**config.mk**
```make
export PLATFORM = sky130hd
export DESIGN_NAME = irv_top
export DESIGN_NICKNAME = d
export VERILOG_FILES = /design/src/rtl/irv_pkg.sv /design/src/rtl/irv_top.sv
export SDC_FILE = /design/constraint.sdc
export NUM_CORES = 1
export LEC_CHECK = 0
export ABC_AREA = 1
export BUFFER_PORTS_ARGS = -buffer_cell sky130_fd_sc_hd__buf_2
export CAP_MARGIN = 20
export CORE_MARGIN = 1
export CORE_UTILIZATION = 51
export DETAILED_ROUTE_END_ITERATION = 8
export PLACE_DENSITY = 0.83
export SYNTH_ARGS = -nofsm -noshare
export SYNTH_HDL_FRONTEND = slang
export SYNTH_SLANG_ARGS = --single-unit
```
**constraint.sdc**
```tcl
create_clock -name mclk -period 4.7 [get_ports mclk]
set_clock_uncertainty 0.1 [all_clocks]
set_input_delay 0.235 -clock mclk [delete_from_list [all_inputs] [get_ports mclk]]
set_output_delay 0.235 -clock mclk [all_outputs]
set_load 0.02 [all_outputs]
```
**src/rtl/irv_pkg.sv**
```systemverilog
// Package for the interrupt and reset vectoring block.
package irv_pkg;
   // Vector addresses, each the first byte of a two-byte pair.
   localparam logic [15:0] VEC_RESET = 16'hfffe;
   localparam logic [15:0] VEC_EXT_PIN = 16'hfffa;
   localparam logic [15:0] VEC_TMR_CHAN0 = 16'hfff0;
   localparam logic [15:0] VEC_TMR_ROLL = 16'hffec;
   localparam logic [15:0] VEC_SER_RX = 16'hffea;
   localparam logic [15:0] VEC_SER_TX = 16'hffe8;
   localparam logic [15:0] VEC_ASY_ERR = 16'hffe6;
   localparam logic [15:0] VEC_ASY_RX = 16'hffe4;
   localparam logic [15:0] VEC_ASY_TX = 16'hffe2;
   localparam logic [15:0] VEC_CONV_KEY = 16'hffde;
   localparam logic [15:0] VEC_TIME_BASE = 16'hffdc;
   // Timer rollover target value.
   localparam logic [15:0] TMR_ZERO = 16'h0000;
   // Request bit positions, lowest index wins.
   localparam int SRC_NUM = 11;
   localparam int SRC_EXT = 0;
   localparam int SRC_ROLL = 1;
   localparam int SRC_CHAN0 = 2;
   localparam int SRC_SFAULT = 3;
   localparam int SRC_SRX = 4;
   localparam int SRC_STX = 5;
   localparam int SRC_AERR = 6;
   localparam int SRC_ARX = 7;
   localparam int SRC_ATX = 8;
   localparam int SRC_CONV = 9;
   localparam int SRC_TBASE = 10;
   // Reset cause field positions and reset value.
   localparam int CAUSE_OPC = 0;
   localparam int CAUSE_ADR = 1;
   localparam int CAUSE_LOW = 2;
   localparam logic [2:0] CAUSE_RESET = 3'h0;
   typedef enum logic [3:0] {
      IRV_RUN = 4'h1,
      IRV_STACK = 4'h2,
      IRV_FETCH = 4'h4,
      IRV_STOP = 4'h8
   } irv_state_type;
endpackage

```
**src/rtl/irv_top.sv**
```systemverilog
// Interrupt dispatch, stop exit and reset cause logic.
`timescale 1ns/10ps
// Notes on behaviour
// - Serial peripheral transmit vectors at FFE8, receive at FFEA.
// - Async serial vectors: transmit FFE2, receive FFE4, receive error FFE6.
// - Second timer rollover vector FFEC, channel 0 vector FFF0.
// - Converter done vector FFDE, periodic time base vector FFDC.
// - External reset pin low resets, leaves stop, fetches from FFFE.
// - External pin falling edge wakes stop; pin FFFA, keyboard FFDE.
// - Interrupt entry waits until the current instruction completes.
// - Entry pushes CPU registers; return instruction restores them.
// - Entry sets global mask; a latched interrupt is never preempted.
// - Sticky flags record illegal opcode, illegal address, low supply resets.
// - Cause flags clear on power-on reset or cause register read.
// - Unimplemented access causes illegal address reset when enabled.
// - Rollover flag sets on wrap to zero after modulo match; enable gates.
// - Channel 0 flag sets on capture or compare; enable gates request.
// - Receive full flag sets per byte moved to data register; enable gates.
// - Transmit empty flag sets per byte moved to shifter; enable gates.
// - Slave with detect enabled: select high mid-transfer sets fault flag.
// - Master with detect enabled: select low sets fault; error enable gates.
module irv_top (
   input wire logic mclk,
   input wire logic rst_n,
   input wire logic por_n,
   input wire logic ext_reset_pin_n,
   input wire logic ext_irq_pin_n,
   input wire logic key_irq_pin_n,
   input wire logic instr_done,
   input wire logic stop_instr,
   input wire logic return_from_irq_instr,
   input wire logic mask_clear,
   input wire logic stack_done,
   input wire logic timer_count_wrap,
   input wire logic [15:0] timer_count_next,
   input wire logic timer_rollover_clear,
   input wire logic timer_rollover_irq_en,
   input wire logic timer_chan0_event,
   input wire logic timer_chan0_clear,
   input wire logic timer_chan0_irq_en,
   input wire logic serial_rx_load,
   input wire logic serial_rx_clear,
   input wire logic serial_rx_irq_en,
   input wire logic serial_tx_load,
   input wire logic serial_tx_clear,
   input wire logic serial_tx_irq_en,
   input wire logic serial_master,
   input wire logic serial_busy,
   input wire logic serial_select_n,
   input wire logic select_fault_detect_en,
   input wire logic select_fault_clear,
   input wire logic serial_error_irq_en,
   input wire logic async_tx_req,
   input wire logic async_rx_req,
   input wire logic async_err_req,
   input wire logic conv_done_req,
   input wire logic time_base_req,
   input wire logic bad_opcode,
   input wire logic bad_address_access,
   input wire logic bad_address_reset_en,
   input wire logic low_supply,
   input wire logic cause_read,
   output logic internal_reset,
   output logic clocks_run,
   output logic stack_push,
   output logic stack_pop,
   output logic global_mask,
   output logic vector_valid,
   output logic [15:0] vector_addr,
   output logic timer_rollover_flag,
   output logic timer_chan0_flag,
   output logic serial_rx_full_flag,
   output logic serial_tx_empty_flag,
   output logic select_fault_flag,
   output logic [2:0] reset_cause_register
);
   logic [2:0] ext_sync1_reg;
   logic [2:0] ext_sync2_reg;
   logic [1:0] ext_prev_reg;
   logic [2:0] cause_next;
   logic sel_prev_reg;
   logic sw_reset;
   logic ext_fall;
   logic key_fall;
   logic ext_pend_reg;
   logic key_pend_reg;
   logic [irv_pkg::SRC_NUM-1:0] req;
   logic [3:0] pick_reg;
   irv_pkg::irv_state_type state_reg;

   // Picks the lowest pending source index.
   function automatic logic [3:0] first_set(input logic [irv_pkg::SRC_NUM-1:0] r);
      logic [3:0] idx;
      idx = 4'hf;
      for (int i = irv_pkg::SRC_NUM - 1; i >= 0; i--) begin
         if (r[i]) begin
            idx = 4'(i);
         end
      end
      return idx;
   endfunction

   function automatic logic [15:0] vec_of(input logic [3:0] s);
      logic [15:0] v;
      case (s)
         4'h0: v = irv_pkg::VEC_EXT_PIN;
         4'h1: v = irv_pkg::VEC_TMR_ROLL;
         4'h2: v = irv_pkg::VEC_TMR_CHAN0;
         4'h3: v = irv_pkg::VEC_SER_RX;
         4'h4: v = irv_pkg::VEC_SER_RX;
         4'h5: v = irv_pkg::VEC_SER_TX;
         4'h6: v = irv_pkg::VEC_ASY_ERR;
         4'h7: v = irv_pkg::VEC_ASY_RX;
         4'h8: v = irv_pkg::VEC_ASY_TX;
         4'h9: v = irv_pkg::VEC_CONV_KEY;
         4'ha: v = irv_pkg::VEC_TIME_BASE;
         4'hb: v = irv_pkg::VEC_CONV_KEY;
         default: v = irv_pkg::VEC_RESET;
      endcase
      return v;
   endfunction

   // Pins cross in from outside: two flops before anything reads them.
   always_ff @(posedge mclk or negedge rst_n) begin
      if (!rst_n) begin
         ext_sync1_reg <= 3'h7;
         ext_sync2_reg <= 3'h7;
      end else begin
         ext_sync1_reg <= {ext_reset_pin_n, key_irq_pin_n, ext_irq_pin_n};
         ext_sync2_reg <= ext_sync1_reg;
      end
   end

   // History starts at the idle high level, so no false edge follows reset.
   always_ff @(posedge mclk or negedge rst_n) begin
      if (!rst_n) begin
         ext_prev_reg <= 2'h3;
      end else begin
         ext_prev_reg <= ext_sync2_reg[1:0];
      end
   end

   assign ext_fall = ext_prev_reg[0] && !ext_sync2_reg[0];
   assign key_fall = ext_prev_reg[1] && !ext_sync2_reg[1];
   assign sw_reset = !ext_sync2_reg[2] || bad_opcode || low_supply ||
      (bad_address_access && bad_address_reset_en);

   // Reset causes are held across internal resets; power-on, a cause read or a newer cause clears them.
   always_comb begin
      cause_next = reset_cause_register;
      if (cause_read) begin
         cause_next = irv_pkg::CAUSE_RESET;
      end
      if (bad_opcode) begin
         cause_next = irv_pkg::CAUSE_RESET;
         cause_next[irv_pkg::CAUSE_OPC] = 1'b1;
      end else if (bad_address_access && bad_address_reset_en) begin
         cause_next = irv_pkg::CAUSE_RESET;
         cause_next[irv_pkg::CAUSE_ADR] = 1'b1;
      end else if (low_supply) begin
         cause_next = irv_pkg::CAUSE_RESET;
         cause_next[irv_pkg::CAUSE_LOW] = 1'b1;
      end
   end

   always_ff @(posedge mclk or negedge por_n) begin
      if (!por_n) begin
         reset_cause_register <= irv_pkg::CAUSE_RESET;
      end else begin
         reset_cause_register <= cause_next;
      end
   end

   // Peripheral flags: a set in the same cycle as a clear wins.
   always_ff @(posedge mclk or negedge rst_n) begin
      if (!rst_n) begin
         timer_rollover_flag <= 1'b0;
      end else if (timer_count_wrap && timer_count_next == irv_pkg::TMR_ZERO) begin
         timer_rollover_flag <= 1'b1;
      end else if (timer_rollover_clear) begin
         timer_rollover_flag <= 1'b0;
      end
   end

   always_ff @(posedge mclk or negedge rst_n) begin
      if (!rst_n) begin
         timer_chan0_flag <= 1'b0;
      end else if (timer_chan0_event) begin
         timer_chan0_flag <= 1'b1;
      end else if (timer_chan0_clear) begin
         timer_chan0_flag <= 1'b0;
      end
   end

   always_ff @(posedge mclk or negedge rst_n) begin
      if (!rst_n) begin
         serial_rx_full_flag <= 1'b0;
      end else if (serial_rx_load) begin
         serial_rx_full_flag <= 1'b1;
      end else if (serial_rx_clear) begin
         serial_rx_full_flag <= 1'b0;
      end
   end

   always_ff @(posedge mclk or negedge rst_n) begin
      if (!rst_n) begin
         serial_tx_empty_flag <= 1'b0;
      end else if (serial_tx_load) begin
         serial_tx_empty_flag <= 1'b1;
      end else if (serial_tx_clear) begin
         serial_tx_empty_flag <= 1'b0;
      end
   end

   // Select is remembered one cycle, so a rise in mid-transfer can be told from a level.
   always_ff @(posedge mclk or negedge rst_n) begin
      if (!rst_n) begin
         sel_prev_reg <= 1'b1;
      end else begin
         sel_prev_reg <= serial_select_n;
      end
   end

   always_ff @(posedge mclk or negedge rst_n) begin
      if (!rst_n) begin
         select_fault_flag <= 1'b0;
      end else if (select_fault_detect_en && !serial_master && serial_busy &&
         serial_select_n && !sel_prev_reg) begin
         select_fault_flag <= 1'b1;
      end else if (select_fault_detect_en && serial_master && !serial_select_n) begin
         select_fault_flag <= 1'b1;
      end else if (select_fault_clear) begin
         select_fault_flag <= 1'b0;
      end
   end

   // External pin requests are latched edges, cleared when served.
   always_ff @(posedge mclk or negedge rst_n) begin
      if (!rst_n) begin
         ext_pend_reg <= 1'b0;
      end else if (ext_fall) begin
         ext_pend_reg <= 1'b1;
      end else if (state_reg == irv_pkg::IRV_FETCH && pick_reg == 4'h0) begin
         ext_pend_reg <= 1'b0;
      end
   end

   // The keyboard shares the converter's vector, so its own latch tells the two apart.
   always_ff @(posedge mclk or negedge rst_n) begin
      if (!rst_n) begin
         key_pend_reg <= 1'b0;
      end else if (key_fall) begin
         key_pend_reg <= 1'b1;
      end else if (state_reg == irv_pkg::IRV_FETCH && pick_reg == 4'hb) begin
         key_pend_reg <= 1'b0;
      end
   end

   // Asynchronous serial, converter and time base requests arrive already gated.
   always_comb begin
      req = '0;
      req[irv_pkg::SRC_EXT] = ext_pend_reg;
      req[irv_pkg::SRC_ROLL] = timer_rollover_flag && timer_rollover_irq_en;
      req[irv_pkg::SRC_CHAN0] = timer_chan0_flag && timer_chan0_irq_en;
      req[irv_pkg::SRC_SFAULT] = select_fault_flag && serial_error_irq_en;
      req[irv_pkg::SRC_SRX] = serial_rx_full_flag && serial_rx_irq_en;
      req[irv_pkg::SRC_STX] = serial_tx_empty_flag && serial_tx_irq_en;
      req[irv_pkg::SRC_AERR] = async_err_req;
      req[irv_pkg::SRC_ARX] = async_rx_req;
      req[irv_pkg::SRC_ATX] = async_tx_req;
      req[irv_pkg::SRC_CONV] = conv_done_req || key_pend_reg;
      req[irv_pkg::SRC_TBASE] = time_base_req;
   end

   // Sequencer. A source picked for stacking keeps its vector even if a
   // higher one arrives meanwhile, so a latched interrupt is never overtaken.
   always_ff @(posedge mclk or negedge rst_n) begin
      if (!rst_n) begin
         state_reg <= irv_pkg::IRV_FETCH;
         pick_reg <= 4'hf;
         internal_reset <= 1'b1;
         clocks_run <= 1'b1;
         stack_push <= 1'b0;
         stack_pop <= 1'b0;
         global_mask <= 1'b1;
         vector_valid <= 1'b0;
         vector_addr <= irv_pkg::VEC_RESET;
      end else begin
         stack_push <= 1'b0;
         stack_pop <= 1'b0;
         vector_valid <= 1'b0;
         internal_reset <= 1'b0;
         if (sw_reset) begin
            state_reg <= irv_pkg::IRV_FETCH;
            pick_reg <= 4'hf;
            internal_reset <= 1'b1;
            clocks_run <= 1'b1;
            global_mask <= 1'b1;
         end else begin
            if (mask_clear) begin
               global_mask <= 1'b0;
            end
            case (state_reg)
               irv_pkg::IRV_RUN: begin
                  if (return_from_irq_instr && instr_done) begin
                     stack_pop <= 1'b1;
                     global_mask <= 1'b0;
                  end else if (instr_done && !global_mask && |req) begin
                     pick_reg <= (key_pend_reg && first_set(req) == 4'(irv_pkg::SRC_CONV) &&
                        !conv_done_req) ? 4'hb : first_set(req);
                     stack_push <= 1'b1;
                     global_mask <= 1'b1;
                     state_reg <= irv_pkg::IRV_STACK;
                  end else if (instr_done && stop_instr) begin
                     clocks_run <= 1'b0;
                     state_reg <= irv_pkg::IRV_STOP;
                  end
               end
               irv_pkg::IRV_STACK: begin
                  global_mask <= 1'b1;
                  if (stack_done) begin
                     state_reg <= irv_pkg::IRV_FETCH;
                  end
               end
               irv_pkg::IRV_FETCH: begin
                  vector_addr <= vec_of(pick_reg);
                  vector_valid <= 1'b1;
                  state_reg <= irv_pkg::IRV_RUN;
               end
               irv_pkg::IRV_STOP: begin
                  if (ext_fall || key_fall) begin
                     clocks_run <= 1'b1;
                     pick_reg <= ext_fall ? 4'h0 : 4'hb;
                     stack_push <= 1'b1;
                     global_mask <= 1'b1;
                     state_reg <= irv_pkg::IRV_STACK;
                  end
               end
               default: state_reg <= irv_pkg::IRV_FETCH;
            endcase
         end
      end
   end
endmodule // irv_top

```
; ---- After elaboration in Yosys (flattened, before gate mapping)
; Memories as Yosys holds them, arrays and structs flattened. A register that Yosys moved wholly into a read port is not among the register bits.
; Index checks and enable logic that the tools add are counted.
[totals]
register_bits = 49
output_inout_bits = 30
input_bits = 55
wordCells = 160
romBits = 80
n_memories = 1
[mem_list]
columns = memory, words, width, read_ports, rd_clocked_by_memory_dff, wr, line_no
row1 = (no name shown), 16, 5, 1, 1, 0, irv_top.sv:105  ; case (s)
[classes]
mux = 71
n_reduce_logical = 53
n_eq_ne = 13
bitwise_logic = 1
[ops]
columns = op, n
row1 = $mux W4, 25
row2 = $mux W1, 35
row3 = $logic_and A1 B1 Y1, 23
row4 = $mux W3, 6
row5 = $ne A3 B3 Y1 const B, 6
row6 = $logic_not A16 Y1, 1
row7 = $pmux W4 S4, 1
row8 = $eq A4 B4 Y1 const B, 3
row9 = $reduce_bool A2 Y1, 6
row10 = $reduce_or A11 Y1, 1
row11 = $logic_not A1 Y1, 9
row12 = $pmux W4 S2, 1
row13 = $reduce_and A4 Y1, 2
row14 = $reduce_bool A3 Y1, 2
row15 = $logic_or A1 B1 Y1, 5
row16 = $reduce_and A5 Y1, 1
row17 = $eq A4 B1 Y1 const B, 1
row18 = $eq A4 B2 Y1 const B, 1
row19 = $eq A4 B3 Y1 const B, 1
row20 = $logic_not A4 Y1, 1
row21 = $ne A4 B4 Y1 const B, 1
row22 = $pmux W1 S2, 2
row23 = $reduce_bool A4 Y1, 1
row24 = $pmux W1 S3, 1
row25 = 2 further kinds, 2

; ---- Longest topological paths before layout
[logic_depth]
depth_word = 23
mapped_depth = 14
depth_no_buf = 14

; ---- Least setup slack after synthesis
; No wires, ideal clock.
[synth_path]
path_kind = register -> register
from = register ext_prev_reg[0]
to = register pick_reg[0]
required_ps = 4511
path_buffers = 0
arrival_ps = 1431
synth_period_minus_slack_ps = 1620
setup_ps = 89
slack_ps = 3080
path_stages_with_launch = 11
cell_sequence = dfstp_2 -> inv_1 -> or2_4 -> nand2_1 -> inv_2 -> a21oi_2 -> o21ai_2 -> nand2_2 -> nand3_4 -> a21oi_2 -> a22oi_1
[synth_between]
elab_chain_len = 5
elab_cells_between_ends = 8
cone_classes = 1 x eq/ne / 4 x mux / 3 x reduce/logical
[synth_lines]
columns = element, line_no
row1 = start: declaration, irv_top.sv:79  ; logic [1:0] ext_prev_reg;
row2 = start signal: assignment, irv_top.sv:139  ; ext_prev_reg <= ext_sync2_reg[1:0];
row3 = $logic_and A1 B1 Y1 (*), irv_top.sv:143  ; assign ext_fall = ext_prev_reg[0] && !ext_sync2_reg[0];
row4 = $mux W4, irv_top.sv:333  ; pick_reg <= ext_fall ? 4'h0 : 4'hb;
row5 = $mux W4, irv_top.sv:331  ; if (ext_fall || key_fall) begin
row6 = $pmux W4 S2, irv_top.sv:303  ; case (state_reg)
row7 = $mux W4, irv_top.sv:293  ; if (sw_reset) begin
row8 = end signal: assignment, irv_top.sv:309  ; pick_reg <= (key_pend_reg && first_set(req) == 4'(irv_pkg::SRC_CONV) &&
row9 = end signal: assignment, irv_top.sv:333
row10 = end: declaration, irv_top.sv:88  ; logic [3:0] pick_reg;
; Mark *: on every way between the ends. The rest lies on a longest branch, timed or not. The select of a mux whose other input is x is not followed.
; A chain may end at the register's enable or synchronous reset.

; ---- Worst setup path after layout
; Same ends and word-level chain as after synthesis.

==> impl_metrics.yaml <==
run_status:
  outcome: "complete, no violations"
clocking:
  clk_path_buf_depth: 2
  cts_setup_buffers: 0
  cts-resized-gates: 0
  cts_root_buf: "clkbuf_8"
  cts_buffers: 5
  cts_tree: "built"
  holdBufCountCts: 6
  path_clk_slew_ns: 0.07
  cts.sinks: 38
  clock_latency_ns: 0.29
  ctsHtreeMaxLevel: 2
min_path:
  whs_path_depth: 2
  hold_path_class: "in -> reg"
  hp-start: "serial_tx_clear"
timing:
  setup_tns_ns: 0
  maxSlewHeadroom_pct: 50.7
  worst_hold_slack_ns: 0.0163
  rsz0062_at_grt: "no"
  hold_violations: 0
  period_share_pct: 37.7
  tightest_slew_ns: 0.739
  max_freq_mhz: 564
  setup_viol: 0
  fin_crit_ns: 1.77
  drv_slew: 0
critical_path:
  start_kind: "flip-flop"
  cp-endpoint: "pick_reg[0]"
  critPathSlowestCell: "dfstp_2"
  critPathTopFamily: "flip-flops"
  r2r_cells: 10
  critPathMaxStageDelay_ns: 0.52
  critPathRequiredTime_ns: 4.81
  arrival_ns: 1.88
  r2r-start: "ext_prev_reg[0]"
  cp.depth: 10
  worst-path-max-fanout: 4
  cpMostUsedCell: "a21oi_2"
  crit_path_start: "ext_prev_reg[0]"
  critPathBufInv: 2
  path_class: "reg -> reg"
  cp-end-kind: "flip-flop"
  rrSetupSlack_ns: 2.93
  path_cells: "inv_1, or2_4, nand2_1, inv_2, a21oi_2, o21ai_2, nand2_2, nand3_4, a21oi_2, a22oi_1"
  reg2reg_to: "pick_reg[0]"
die:
  rows: 22
  dieArea_um2: 4200
  ios: 85
  start_util_pct: 54.2
  die_w_um: 64.8
  core_region_area_um2: 3720
  fp.dieH_um: 64.8
logic_synthesis:
  syn_area_um2: 2010
  ys_seq_elements: 38
  syn_inst: 228
  synth_ff_type: "dfstp_2"
  avgSynthCellArea_um2: 8.83
  synth_warnings: 0
  yosysUniqueCellTypes: 38
  async_reset_ff_share_pct: 100
  yosysSeqAreaShare_pct: 48.6
  synth-edff-count: 0
finish:
  area_delta_synth_final_pct: 26.0
  diodes: 0
  drive_above_1_share_pct: 39.1
  largest_register_ffs: 5
  final_nets: 372
routing:
  avgViaCountPerCell: 4.93
  drc: 0
  antenna_left: 0
  wl_per_cell_um: 11.8
  wirelength_um: 4240
  drtIter0Drc: 119
  vias: 1775
  firstDrtPassIters: 4
global_route:
  grt_pass1_vias: 1752
  track_usage_pct: 23.0
  use_met3_pct: 6.51
  grt_busiest_layer: "met2"
  grtUsageMet1_pct: 25.3
  grt_first_pass_wirelength_um: 7250
  grt_overflow: 0
  grt_max_degree: 36
  grt_antenna_before_repair: 0
  gr-usage-met2_pct: 40.5
power:
  p_per_area_nw_per_um2: 285
  leakage_nw: 1.32
  max-vdd-ir-drop_mv: 0.161
place:
  hpwl_um: 3350
  port_buffers: 73
  place_congestion: 0.989
job:
  maxCapViolations: 0
cell usage after synthesis, drive strengths merged, types with 3 or more instances:
cell type,number,area share [%]
nand2,55,11
inv,33,6.2
dfstp,22,29
nor2,19,4.5
dfrtp,16,20
nand3,14,5.5
o21ai,14,3.7
buf,11,4.1
a21oi,7,2.3
ha,6,3.7
nor4,4,1.2
a22oi,3,1.1
nor3,3,0.75
o21bai,3,1.1
cell families (layout without fill, tap and decap cells):
logic type | Yosys count | in the layout | share of synthesized area [%]
compound gates | 37 | 37 | 12.6
fa+ha+maj | 6 | 6 | 3.73
buf+inv | 46 | 121 | 10.6
flops | 38 | 38 | 48.6
other cells | 2 | 11 | 0.373
simple gates | 99 | 99 | 24.1
stage by stage:
step	power, mW	std cells	utilization, %	worst slack (ns)	cell area, um^2
3_3_place_gp	0.492	346	64.2	3.01	2390
4_1_cts	0.730	360	68.2	2.93	2540
6_report	0.723	360	68.2	2.93	2540
3_5_place_dp	0.496	346	64.2	2.94	2390
5_1_grt	0.759	360	68.2	2.78	2540
2_1_floorplan	0.450	237	-	3.08	2050
final cells by class:
class	count	area, um^2
fillers	329	1180
flip-flops and latches	38	978
multi-input cells	153	855
repair buffers	79	425
inverters	34	128
clock buffers	8	90.1
well taps	48	60.1
layer usage:
layer	part of all wire [%]	routed length (um)
met1	40	1710
met4	2.5	104
met2	51	2170
met5	0	0
met3	5.7	243
worst min-delay path by stage:
stage	to	slack [ns]
3_3_place_gp	reset_cause_register[0]	-0.07
3_5_place_dp	reset_cause_register[0]	-0.06
2_1_floorplan	ext_pend_reg	-0.16
4_1_cts	serial_tx_empty_flag	0.01
6_report	serial_tx_empty_flag	0.02
5_1_grt	select_fault_flag	0.02
cell usage in the layout, fill, tap and decap left out, drive strengths merged, types with 4 or more instances in the layout:
master,synthesis,routed
a21oi,7,7
buf,11,73
clkbuf,1,8
conb,2,11
dfrtp,16,16
dfstp,22,22
dlygate4sd3,0,6
ha,6,6
inv,33,33
nand2,55,55
nand3,14,14
nor2,19,19
nor4,4,4
o21ai,14,14
worst register-to-register path: stages, from the launching register on:
cell and delay (ns):
dfstp_2 0.52, inv_1 0.03, or2_4 0.23, nand2_1 0.07
inv_2 0.05, a21oi_2 0.15, o21ai_2 0.09, nand2_2 0.10
nand3_4 0.09, a21oi_2 0.17, a22oi_1 0.09
power by group:
part	internal, mW	switching (mW)	total (mW)
combinational	0.0471	0.0751	0.122
sequential	0.359	0.0123	0.371
clock	0.120	0.110	0.230
total	0.526	0.198	0.723
No activity file was read; power rests on OpenSTA's default activity.
